==> src/rtl/battery_diag_pkg.sv <==
// Functional notes
// - The high-battery switch threshold is an 8-bit field in bits 14:7 and decides high-supply use.
// - The low-battery switch threshold is an 8-bit field in bits 14:7 and decides low-supply use.
// - Each threshold is compared with the filtered RING voltage plus the overhead voltage.
// - Threshold codes scale at 4.907 mV per LSB, 0 to 160.173 V, 628 mV effective resolution.
// - The RING voltage is low-pass filtered before the battery decision, coefficient in bits 15:3.
// - While tracking is enabled, the RING voltage is filtered with its own 13-bit coefficient.
// - The upper half of the speedup threshold comes from one 16-bit word.
// - The lower half comes from a second 16-bit word and both form one threshold.
// - A 16-bit diagnostic result holds a filtered ac rms value of the monitor ADC output.
// - The monitor ADC input is chosen by the diagnostic selection setting and feeds the result.
// - The ac rms result uses a coefficient from its own programmable word.
// - Reset clears the high threshold, all three filter coefficients, the upper speedup word and the result.
// - Words are two's complement unless stated otherwise, and some accept only positive values.
package battery_diag_pkg;

  // ---------------------------------------------------------------
  // Register indices (byte address is four times the index)
  // ---------------------------------------------------------------
  localparam logic [7:0] IDX_OVERHEAD = 8'h05;
  localparam logic [7:0] IDX_HIGH_TH = 8'h1f;
  localparam logic [7:0] IDX_LOW_TH = 8'h20;
  localparam logic [7:0] IDX_RING_COEFF = 8'h21;
  localparam logic [7:0] IDX_TRACK_COEFF = 8'h22;
  localparam logic [7:0] IDX_SPEED_LO = 8'h23;
  localparam logic [7:0] IDX_SPEED_HI = 8'h24;
  localparam logic [7:0] IDX_DIAG_AC = 8'h35;
  localparam logic [7:0] IDX_DIAG_COEFF = 8'h36;
  localparam logic [7:0] IDX_MON_SEL = 8'h40;
  localparam logic [7:0] IDX_CONTROL = 8'h41;
  localparam logic [7:0] IDX_STATUS = 8'h42;
  localparam int unsigned ADDR_W = 12;
  localparam int unsigned IDX_LSB = 2;

  // ---------------------------------------------------------------
  // Field layouts and reset values
  // ---------------------------------------------------------------
  localparam int unsigned WORD_W = 16;
  localparam logic [15:0] THRESH_MASK = 16'h7f80;
  localparam logic [15:0] COEFF_MASK = 16'hfff8;
  localparam int unsigned COEFF_LSB = 3;
  localparam int unsigned COEFF_W = 13;
  localparam logic [15:0] RESET_WORD = 16'h0000;
  localparam int unsigned CTRL_TRACK_EN = 0;
  localparam int unsigned STAT_HIGH = 0;
  localparam int unsigned STAT_LOW = 1;

  // ---------------------------------------------------------------
  // Scales and fixed filter settings
  // ---------------------------------------------------------------
  localparam int unsigned THRESH_UV_PER_LSB_X1000 = 4907;
  localparam int unsigned AC_DIAG_MAX_HZ = 300;
  localparam logic [12:0] DC_BLOCK_COEFF = 13'h0010;
  localparam logic [15:0] RMS_SCALE = 16'h8e2b;
  localparam int unsigned RMS_SCALE_SHIFT = 15;

  // ---------------------------------------------------------------
  // Types
  // ---------------------------------------------------------------
  typedef struct packed {
    logic psel;
    logic penable;
    logic pwrite;
    logic [ADDR_W-1:0] paddr;
    logic [31:0] pwdata;
  } apb_req_t;

  typedef enum logic [1:0] {
    BAT_LOW = 2'b01,
    BAT_HIGH = 2'b10
  } battery_state_t;

endpackage

==> src/rtl/first_order_lpf.sv <==
`timescale 1ns/1ps
module first_order_lpf #(
  parameter int unsigned W = 16,
  parameter int unsigned CW = 13
) (
  input wire logic ref_clk,
  input wire logic rst_n,
  input wire logic enable,
  input wire logic load,
  input wire logic signed [W-1:0] sample,
  input wire logic signed [W-1:0] load_value,
  input wire logic [CW-1:0] coeff,
  output logic signed [W-1:0] filtered
);

  typedef struct packed {
    logic signed [W-1:0] y;
  } lpf_state_t;

  lpf_state_t s;
  lpf_state_t next_s;
  logic signed [W:0] diff;
  logic signed [W+CW+1:0] prod;
  logic signed [W+CW+1:0] step;
  logic signed [W+1:0] sum;

  generate
    if (W < 2 || CW < 1) begin : g_bad_width
      $error("first_order_lpf: unsupported width");
    end
  endgenerate

  // ---------------------------------------------------------------
  // Step toward the sample by coeff / 2^CW of the gap
  // ---------------------------------------------------------------
  always_comb begin
    next_s = s;
    diff = (W+1)'(sample) - (W+1)'(s.y);
    prod = (W+CW+2)'($signed({1'b0, coeff})) * (W+CW+2)'(diff);
    step = prod >>> CW;
    sum = (W+2)'(s.y) + step[W+1:0];
    if (load) begin
      next_s.y = load_value;
    end else if (enable) begin
      next_s.y = sum[W-1:0];
    end
  end

  always_ff @(posedge ref_clk) begin
    if (!rst_n) begin
      s <= '0;
    end else begin
      s <= next_s;
    end
  end

  assign filtered = s.y;

  a_lpf_load: assert property (@(posedge ref_clk) disable iff (!rst_n)
    load |=> filtered == $past(load_value))
    else $error("filter did not take the loaded value");

  a_lpf_hold: assert property (@(posedge ref_clk) disable iff (!rst_n)
    !enable && !load |=> $stable(filtered))
    else $error("filter moved while idle");

endmodule

==> src/rtl/battery_diag_filters.sv <==
// Decided for this implementation: the APB interface to the registers.
`timescale 1ns/1ps
module battery_diag_filters
  import battery_diag_pkg::*;
#(
  parameter int unsigned SEL_W = 4
) (
  input wire logic ref_clk,
  input wire logic rst_n,
  input wire battery_diag_pkg::apb_req_t apb_req,
  output logic [31:0] prdata,
  output logic pready,
  output logic pslverr,
  input wire logic signed [15:0] ring_sample,
  input wire logic ring_sample_valid,
  input wire logic line_active,
  input wire logic signed [15:0] monitor_sample,
  input wire logic monitor_sample_valid,
  output logic [SEL_W-1:0] monitor_input_select,
  output logic high_battery_selected,
  output logic low_battery_selected,
  output logic signed [15:0] tracked_ring_voltage,
  output logic [31:0] speedup_threshold,
  output logic [15:0] diag_ac_rms
);
  import battery_diag_pkg::*;

  typedef struct packed {
    logic [15:0] high_th;
    logic [15:0] low_th;
    logic [15:0] ring_coeff;
    logic [15:0] track_coeff;
    logic [15:0] speed_lo;
    logic [15:0] speed_hi;
    logic [15:0] diag_coeff;
    logic [15:0] overhead;
    logic [SEL_W-1:0] mon_sel;
    logic track_en;
    battery_state_t bat;
    logic [31:0] rdata;
    logic [31:0] speed_thr;
  } state_t;

  state_t s;
  state_t next_s;
  logic setup;
  logic access;
  logic wr_en;
  logic mapped;
  logic diag_load;
  logic [7:0] idx;
  logic [15:0] rd_word;
  logic [15:0] wdata;
  logic signed [15:0] ring_filt;
  logic signed [15:0] mon_dc;
  logic signed [15:0] rms_in;
  logic signed [16:0] ac_part;
  logic [16:0] ac_mag;
  logic [32:0] rms_prod;
  logic [16:0] rms_scaled;
  logic [16:0] ring_mag;
  logic [15:0] ovh_pos;
  logic [17:0] demand;

  generate
    if (SEL_W < 1 || SEL_W > WORD_W) begin : g_bad_sel
      $error("battery_diag_filters: SEL_W out of range");
    end
  endgenerate

  // ---------------------------------------------------------------
  // Filters
  // ---------------------------------------------------------------
  first_order_lpf #(.W(WORD_W), .CW(COEFF_W)) u_ring_lpf (
    .ref_clk(ref_clk),
    .rst_n(rst_n),
    .enable(ring_sample_valid),
    .load(1'b0),
    .sample(ring_sample),
    .load_value(16'sh0000),
    .coeff(s.ring_coeff[15:COEFF_LSB]),
    .filtered(ring_filt)
  );

  first_order_lpf #(.W(WORD_W), .CW(COEFF_W)) u_track_lpf (
    .ref_clk(ref_clk),
    .rst_n(rst_n),
    .enable(ring_sample_valid && s.track_en),
    .load(1'b0),
    .sample(ring_sample),
    .load_value(16'sh0000),
    .coeff(s.track_coeff[15:COEFF_LSB]),
    .filtered(tracked_ring_voltage)
  );

  // Slow dc estimate so only the ac part reaches the rms path
  first_order_lpf #(.W(WORD_W), .CW(COEFF_W)) u_dc_block (
    .ref_clk(ref_clk),
    .rst_n(rst_n),
    .enable(monitor_sample_valid),
    .load(1'b0),
    .sample(monitor_sample),
    .load_value(16'sh0000),
    .coeff(DC_BLOCK_COEFF),
    .filtered(mon_dc)
  );

  first_order_lpf #(.W(WORD_W), .CW(COEFF_W)) u_rms_lpf (
    .ref_clk(ref_clk),
    .rst_n(rst_n),
    .enable(monitor_sample_valid),
    .load(diag_load),
    .sample(rms_in),
    .load_value(wdata),
    .coeff(s.diag_coeff[15:COEFF_LSB]),
    .filtered(diag_ac_rms)
  );

  // ---------------------------------------------------------------
  // Rms estimate: rectified ac scaled to sine rms
  // ---------------------------------------------------------------
  always_comb begin
    ac_part = 17'(monitor_sample) - 17'(mon_dc);
    ac_mag = ac_part[16] ? 17'(-ac_part) : 17'(ac_part);
    rms_prod = 33'(ac_mag) * 33'(RMS_SCALE);
    rms_scaled = rms_prod[RMS_SCALE_SHIFT+16:RMS_SCALE_SHIFT];
    rms_in = (rms_scaled > 17'h07fff) ? 16'sh7fff : $signed(rms_scaled[15:0]);
  end

  // ---------------------------------------------------------------
  // Register access and battery decision
  // ---------------------------------------------------------------
  assign setup = apb_req.psel && !apb_req.penable;
  assign access = apb_req.psel && apb_req.penable;
  assign wr_en = access && apb_req.pwrite;
  assign idx = apb_req.paddr[IDX_LSB+7:IDX_LSB];
  assign wdata = apb_req.pwdata[15:0];

  always_comb begin
    next_s = s;
    rd_word = RESET_WORD;
    mapped = 1'b1;
    diag_load = 1'b0;
    if (idx == IDX_OVERHEAD) begin
      rd_word = s.overhead;
      if (wr_en) next_s.overhead = wdata;
    end else if (idx == IDX_HIGH_TH) begin
      rd_word = s.high_th;
      if (wr_en) next_s.high_th = wdata & THRESH_MASK;
    end else if (idx == IDX_LOW_TH) begin
      rd_word = s.low_th;
      if (wr_en) next_s.low_th = wdata & THRESH_MASK;
    end else if (idx == IDX_RING_COEFF) begin
      rd_word = s.ring_coeff;
      if (wr_en) next_s.ring_coeff = wdata & COEFF_MASK;
    end else if (idx == IDX_TRACK_COEFF) begin
      rd_word = s.track_coeff;
      if (wr_en) next_s.track_coeff = wdata & COEFF_MASK;
    end else if (idx == IDX_SPEED_LO) begin
      rd_word = s.speed_lo;
      if (wr_en) next_s.speed_lo = wdata;
    end else if (idx == IDX_SPEED_HI) begin
      rd_word = s.speed_hi;
      if (wr_en) next_s.speed_hi = wdata;
    end else if (idx == IDX_DIAG_AC) begin
      rd_word = diag_ac_rms;
      diag_load = wr_en;
    end else if (idx == IDX_DIAG_COEFF) begin
      rd_word = s.diag_coeff;
      if (wr_en) next_s.diag_coeff = wdata & COEFF_MASK;
    end else if (idx == IDX_MON_SEL) begin
      rd_word = 16'(s.mon_sel);
      if (wr_en) next_s.mon_sel = wdata[SEL_W-1:0];
    end else if (idx == IDX_CONTROL) begin
      rd_word[CTRL_TRACK_EN] = s.track_en;
      if (wr_en) next_s.track_en = wdata[CTRL_TRACK_EN];
    end else if (idx == IDX_STATUS) begin
      rd_word[STAT_HIGH] = (s.bat == BAT_HIGH);
      rd_word[STAT_LOW] = (s.bat == BAT_LOW);
    end else begin
      mapped = 1'b0;
    end
    if (setup) begin
      next_s.rdata = {16'h0000, rd_word};
    end
    next_s.speed_thr = {s.speed_hi, s.speed_lo};

    // Demand = |filtered RING| + positive overhead
    ring_mag = ring_filt[15] ? 17'(-17'(ring_filt)) : 17'(ring_filt);
    ovh_pos = s.overhead[15] ? RESET_WORD : s.overhead;
    demand = 18'(ring_mag) + 18'(ovh_pos);
    if (line_active) begin
      case (s.bat)
        BAT_LOW: begin
          if (demand >= 18'(s.high_th)) next_s.bat = BAT_HIGH;
        end
        BAT_HIGH: begin
          if (demand < 18'(s.low_th) && demand < 18'(s.high_th)) begin
            next_s.bat = BAT_LOW;
          end
        end
        default: begin
          next_s.bat = BAT_HIGH;
        end
      endcase
    end
  end

  always_ff @(posedge ref_clk) begin
    if (!rst_n) begin
      s <= '0;
      s.bat <= BAT_HIGH;
    end else begin
      s <= next_s;
    end
  end

  // ---------------------------------------------------------------
  // Outputs
  // ---------------------------------------------------------------
  assign pready = 1'b1;
  assign pslverr = access && !mapped;
  assign prdata = s.rdata;
  assign monitor_input_select = s.mon_sel;
  assign high_battery_selected = (s.bat == BAT_HIGH);
  assign low_battery_selected = (s.bat == BAT_LOW);
  assign speedup_threshold = s.speed_thr;

  // ---------------------------------------------------------------
  // Assertions
  // ---------------------------------------------------------------
  a_high_th_mask: assert property (@(posedge ref_clk) disable iff (!rst_n)
    wr_en && idx == IDX_HIGH_TH |=> s.high_th == ($past(wdata) & THRESH_MASK))
    else $error("high threshold field wrong after write");

  a_low_th_mask: assert property (@(posedge ref_clk) disable iff (!rst_n)
    wr_en && idx == IDX_LOW_TH |=> s.low_th == ($past(wdata) & THRESH_MASK))
    else $error("low threshold field wrong after write");

  a_switch_high: assert property (@(posedge ref_clk) disable iff (!rst_n)
    line_active && demand >= 18'(s.high_th) |=> high_battery_selected)
    else $error("high battery not selected above threshold");

  a_switch_low: assert property (@(posedge ref_clk) disable iff (!rst_n)
    line_active && high_battery_selected && demand < 18'(s.low_th)
      && demand < 18'(s.high_th) |=> low_battery_selected)
    else $error("low battery not selected below threshold");

  a_hold_idle: assert property (@(posedge ref_clk) disable iff (!rst_n)
    !line_active |=> $stable(s.bat))
    else $error("battery changed outside active mode");

  a_coeff_low_bits: assert property (@(posedge ref_clk) disable iff (!rst_n)
    wr_en && idx == IDX_RING_COEFF |=> s.ring_coeff[2:0] == 3'h0
      && s.ring_coeff[15:3] == $past(wdata[15:3]))
    else $error("coefficient low bits not dropped");

  a_track_gate: assert property (@(posedge ref_clk) disable iff (!rst_n)
    !s.track_en |=> $stable(tracked_ring_voltage))
    else $error("tracking filter moved while disabled");

  a_speed_words: assert property (@(posedge ref_clk) disable iff (!rst_n)
    wr_en && idx == IDX_SPEED_LO |=> ##1 speedup_threshold[15:0] == $past(wdata, 2))
    else $error("speedup threshold low half not combined");

  a_mon_select: assert property (@(posedge ref_clk) disable iff (!rst_n)
    wr_en && idx == IDX_MON_SEL |=> monitor_input_select == $past(wdata[SEL_W-1:0]))
    else $error("monitor select not updated");

  a_diag_write: assert property (@(posedge ref_clk) disable iff (!rst_n)
    wr_en && idx == IDX_DIAG_AC |=> diag_ac_rms == $past(wdata))
    else $error("diag result not loaded by write");

  a_reset_zero: assert property (@(posedge ref_clk)
    !rst_n |=> s.high_th == RESET_WORD && s.ring_coeff == RESET_WORD
      && s.track_coeff == RESET_WORD && s.speed_hi == RESET_WORD
      && diag_ac_rms == RESET_WORD)
    else $error("reset values not zero");

  a_read_data: assert property (@(posedge ref_clk) disable iff (!rst_n)
    setup && idx == IDX_HIGH_TH |=> prdata == {16'h0000, $past(s.high_th)})
    else $error("read data wrong");

  a_one_battery: assert property (@(posedge ref_clk) disable iff (!rst_n)
    high_battery_selected != low_battery_selected)
    else $error("battery selection not one-hot");

  a_speed_hi_word: assert property (@(posedge ref_clk) disable iff (!rst_n)
    wr_en && idx == IDX_SPEED_HI |=> ##1 speedup_threshold[31:16] == $past(wdata, 2))
    else $error("speedup threshold high half not combined");

  a_track_coeff_mask: assert property (@(posedge ref_clk) disable iff (!rst_n)
    wr_en && idx == IDX_TRACK_COEFF |=> s.track_coeff == ($past(wdata) & COEFF_MASK))
    else $error("tracking coefficient field wrong after write");

  a_diag_coeff_mask: assert property (@(posedge ref_clk) disable iff (!rst_n)
    wr_en && idx == IDX_DIAG_COEFF |=> s.diag_coeff == ($past(wdata) & COEFF_MASK))
    else $error("diag coefficient field wrong after write");

  c_go_low: cover property (@(posedge ref_clk) disable iff (!rst_n)
    high_battery_selected ##1 low_battery_selected);
  c_go_high: cover property (@(posedge ref_clk) disable iff (!rst_n)
    low_battery_selected ##1 high_battery_selected);
  c_diag_moves: cover property (@(posedge ref_clk) disable iff (!rst_n)
    monitor_sample_valid ##1 $changed(diag_ac_rms));
  c_bad_addr: cover property (@(posedge ref_clk) disable iff (!rst_n) pslverr);

endmodule

==> config.mk <==
export PLATFORM = sky130hd
export DESIGN_NAME = battery_diag_filters
export DESIGN_NICKNAME = d
export VERILOG_FILES = /design/src/rtl/battery_diag_pkg.sv /design/src/rtl/first_order_lpf.sv /design/src/rtl/battery_diag_filters.sv
export SDC_FILE = /design/constraint.sdc
export NUM_CORES = 2
export LEC_CHECK = 0
export ABC_AREA = 1
export BUFFER_PORTS_ARGS = -buffer_cell sky130_fd_sc_hd__buf_2
export CAP_MARGIN = 25
export CORE_ASPECT_RATIO = 0.8
export CORE_MARGIN = 3
export CORE_UTILIZATION = 40
export CTS_CLUSTER_DIAMETER = 200
export CTS_CLUSTER_SIZE = 25
export DETAILED_ROUTE_END_ITERATION = 12
export PLACE_DENSITY = 0.53
export SLEW_MARGIN = 20
export SYNTH_ARGS = -nofsm -noshare
export SYNTH_HDL_FRONTEND = slang
export SYNTH_SLANG_ARGS = --single-unit
==> constraint.sdc <==
create_clock -name ref_clk -period 25.3 [get_ports ref_clk]
set_input_delay 1.265 -clock ref_clk [delete_from_list [all_inputs] [get_ports ref_clk]]
set_output_delay 1.265 -clock ref_clk [all_outputs]
set_load 0.05 [all_outputs]
==> metrics.csv <==
stage,metric,value,unit
clocking,CTS Buf Count,12,
drt,DRT Wirelength,146000,um
drt,DRC violations left,0,
critical_path,Max Fanout on Critical Path,23,
synthesis,synthesized instance count,5960,
sta,fmax,54.0,MHz
sta,final worst slack,6.78,ns
sta,clk_skew,0.0493,ns
drt,vias per inst,5.14,
grt,total gr overflow,0,
grt,gr usage total,25.3,%
synthesis,Synth Area per Inst,7.56,um^2
grt,vias in the first global route,37800,
critical_path,"most used cell, CP",nand2_1,
outcome,status,"finished, final reports clean",
critical_path,Worst R2R End,u_rms_lpf.filtered[12],
clocking,Post CTS Setup Buffer Count,0,
place,pre-CTS WS,6.08,ns
synthesis,Seq cells post-synth,222,
clocking,CTS sink count,222,
clocking,CTS max path bufs,3,
sta,Slew @ Worst Pin,1.13,ns
floorplan,IO Pins,188,
synthesis,async set or reset register ratio after synthesis,0,%
floorplan,initial core utilization,40.5,%
synthesis,Yosys cell types,58,
synthesis,synth warn,0,
sta,setup_tns,0,ns
layout,Final nets,7238,
floorplan,site row count,109,
critical_path,CP max stage cell,inv_1,
sta,relative slew slack,24.2,%
critical_path,CP startpoint,monitor_sample[0],
critical_path,worst setup path category,input port to flip-flop,
drt,DR pass1 iterations,5,
sta,endpoints failing setup,0,
sta,final worst path period share,73.2,%
grt,first-pass GRT wire length,228000,um
layout,"commonest non-fill, non-tap cell in the layout",inv_1,
synthesis,count of flip-flops with a built-in enable after synthesis,0,
clocking,CTS Hold Bufs,0,
synthesis,"Cell Area, Synth",0.0451,mm^2
floorplan,DIE HEIGHT,306,um
sta,final slew viol count,0,
place,IO Port Bufs,150,
clocking,TritonCTS clock tree,yes,
clocking,clk slew on worst S/H paths,0.11,ns
clocking,cts repair resizes,0,
layout,FF/Latch Area,0.00444,mm^2
critical_path,crit path DAT,18.98,ns
sta,Hold Fails Final Rpt,0,
min_path,Hold Path Class,flip-flop to flip-flop,
floorplan,CORE AREA,0.111,mm^2
sta,RSZ-0062 raised after global routing,false,
layout,most frequent cells in the layout,"1323 x inv_1, 1053 x nand2_1, 684 x fa_1",
layout,Layout area overhead,4.84,%
grt,largest net degree at the start of global routing,96,
floorplan,Die ar.,0.117,mm^2
critical_path,CP Capture Point,u_rms_lpf.filtered[12],
critical_path,r2r setup slk,7.48,ns
layout,area occupied by multi-input gates,0.0346,mm^2
critical_path,element type at the critical path end,flip-flop,
critical_path,R2R Path Start,u_dc_block.filtered[0],
drt,antenna-violating nets left,0,
place,GP Congestion,0.951,
drt,Routed WL per cell,19.5,um
clocking,Root Buffer,clkbuf_16,
critical_path,Max stage delay on crit path,0.76,ns
layout,Fillers,11600,
synthesis,ys flop type,dfxtp_1,
grt,initial antenna violation count,12,
layout,fraction of layout cells with a size suffix above 1,4.38,%
synthesis,sequential share of the synthesized area,9.86,%
place,dpl hpwl,124000,um
sta,Final min period,18.52,ns
floorplan,die width,381,um
critical_path,Critical Path RT,25.76,ns
drt,Iter 0 DRT Violations,3205,
drt,via count,38400,
critical_path,CP Launch Type,input port,
critical_path,path depth of the worst reg2reg path,80,
flow_run,Max-Cap Viols,0,
clocking,Max H-tree Level,1,
clocking,latest clock arrival within the worst-skew pair,0.56,ns
metrics by stage:
stage	instances	instance area, um^2	util [%]	hold slack [ns]
2_1_floorplan	5978	45100	-	0.407
5_1_grt	7458	47200	42.5	0.469
4_1_cts	7457	47200	42.5	0.433
3_3_place_gp	7442	46900	42.2	0.420
3_5_place_dp	7443	46900	42.2	0.418
6_report	7464	47200	42.5	0.436
sequential cells by signal, indices dropped and copies added (netlist names):
signal / cells
u_track_lpf.filtered: 16
u_ring_lpf.filtered: 16
speedup_threshold: 32
s: 74
next_s: 32
u_rms_lpf.filtered: 16
u_dc_block.filtered: 16
monitor_input_select: 4
prdata: 16
worst min-delay path by stage:
stage / start / cells after the start / end / slack (ns)
6_report: next_s[14] / 2 / speedup_threshold[14] / 0.44
3_3_place_gp: next_s[14] / 2 / speedup_threshold[14] / 0.42
4_1_cts: next_s[14] / 2 / speedup_threshold[14] / 0.43
5_1_grt: next_s[3] / 2 / speedup_threshold[3] / 0.47
2_1_floorplan: next_s[14] / 2 / speedup_threshold[14] / 0.41
3_5_place_dp: next_s[14] / 2 / speedup_threshold[14] / 0.42
Yosys cell counts (11+ instances only):
cell | number | area (um^2)
clkbuf_1 | 114 | 428
o21bai_1 | 23 | 173
fa_1 | 684 | 13700
o211ai_1 | 17 | 128
xnor2_1 | 58 | 508
a31oi_1 | 28 | 175
nand3_1 | 179 | 896
xor2_1 | 125 | 1090
nand4_1 | 49 | 307
dfxtp_1 | 222 | 4440
buf_4 | 72 | 541
o21a_1 | 12 | 90.1
inv_1 | 1323 | 4970
nor2_1 | 525 | 1970
a221oi_1 | 15 | 131
buf_1 | 11 | 41.3
or2_2 | 35 | 219
nor3_1 | 45 | 225
nor4_1 | 11 | 68.8
nand3b_1 | 11 | 82.6
o21ai_0 | 270 | 1350
ha_1 | 510 | 6380
a21o_1 | 17 | 128
a21oi_1 | 433 | 2170
nand2_1 | 1053 | 3950
critical path, delay by kind of cell:
family          cells  cell delay [ns]
fa+ha+maj          19             7.85
simple gates       30             4.15
compound gates     16             2.98
buf+inv            15             2.22
xor+xnor            2             0.45
layout make-up:
type / instances / area share (%)
clock inverters: 1 / 0.0106
multi-input cells: 4211 / 73.3
inverters: 1339 / 10.6
clock buffers: 13 / 0.689
well taps: 1498 / 3.97
diodes: 6 / 0.0318
flip-flops and latches: 222 / 9.41
repair buffers: 174 / 1.97
cell families after synthesis:
group           Yosys count  synth area share [%]
compound gates          883                  10.8
xor+xnor                187                  3.70
fa+ha+maj              1194                  44.6
buf+inv                1545                  13.5
flops                   222                  9.86
other cells               2                0.0167
simple gates           1927                  17.5
metal layers:
layer  global-route usage (%)  up-vias  wire (um)
met5                        0        -         13
met4                     3.23        2       1940
met3                     4.43      105      12000
met2                     36.2     1249      58300
met1                     40.2    18700      73300
li1                         -    18400          -
Power is left out: the tool's default activity adds up to more than one toggle a clock period on the data nets, which glitch-free logic cannot reach.
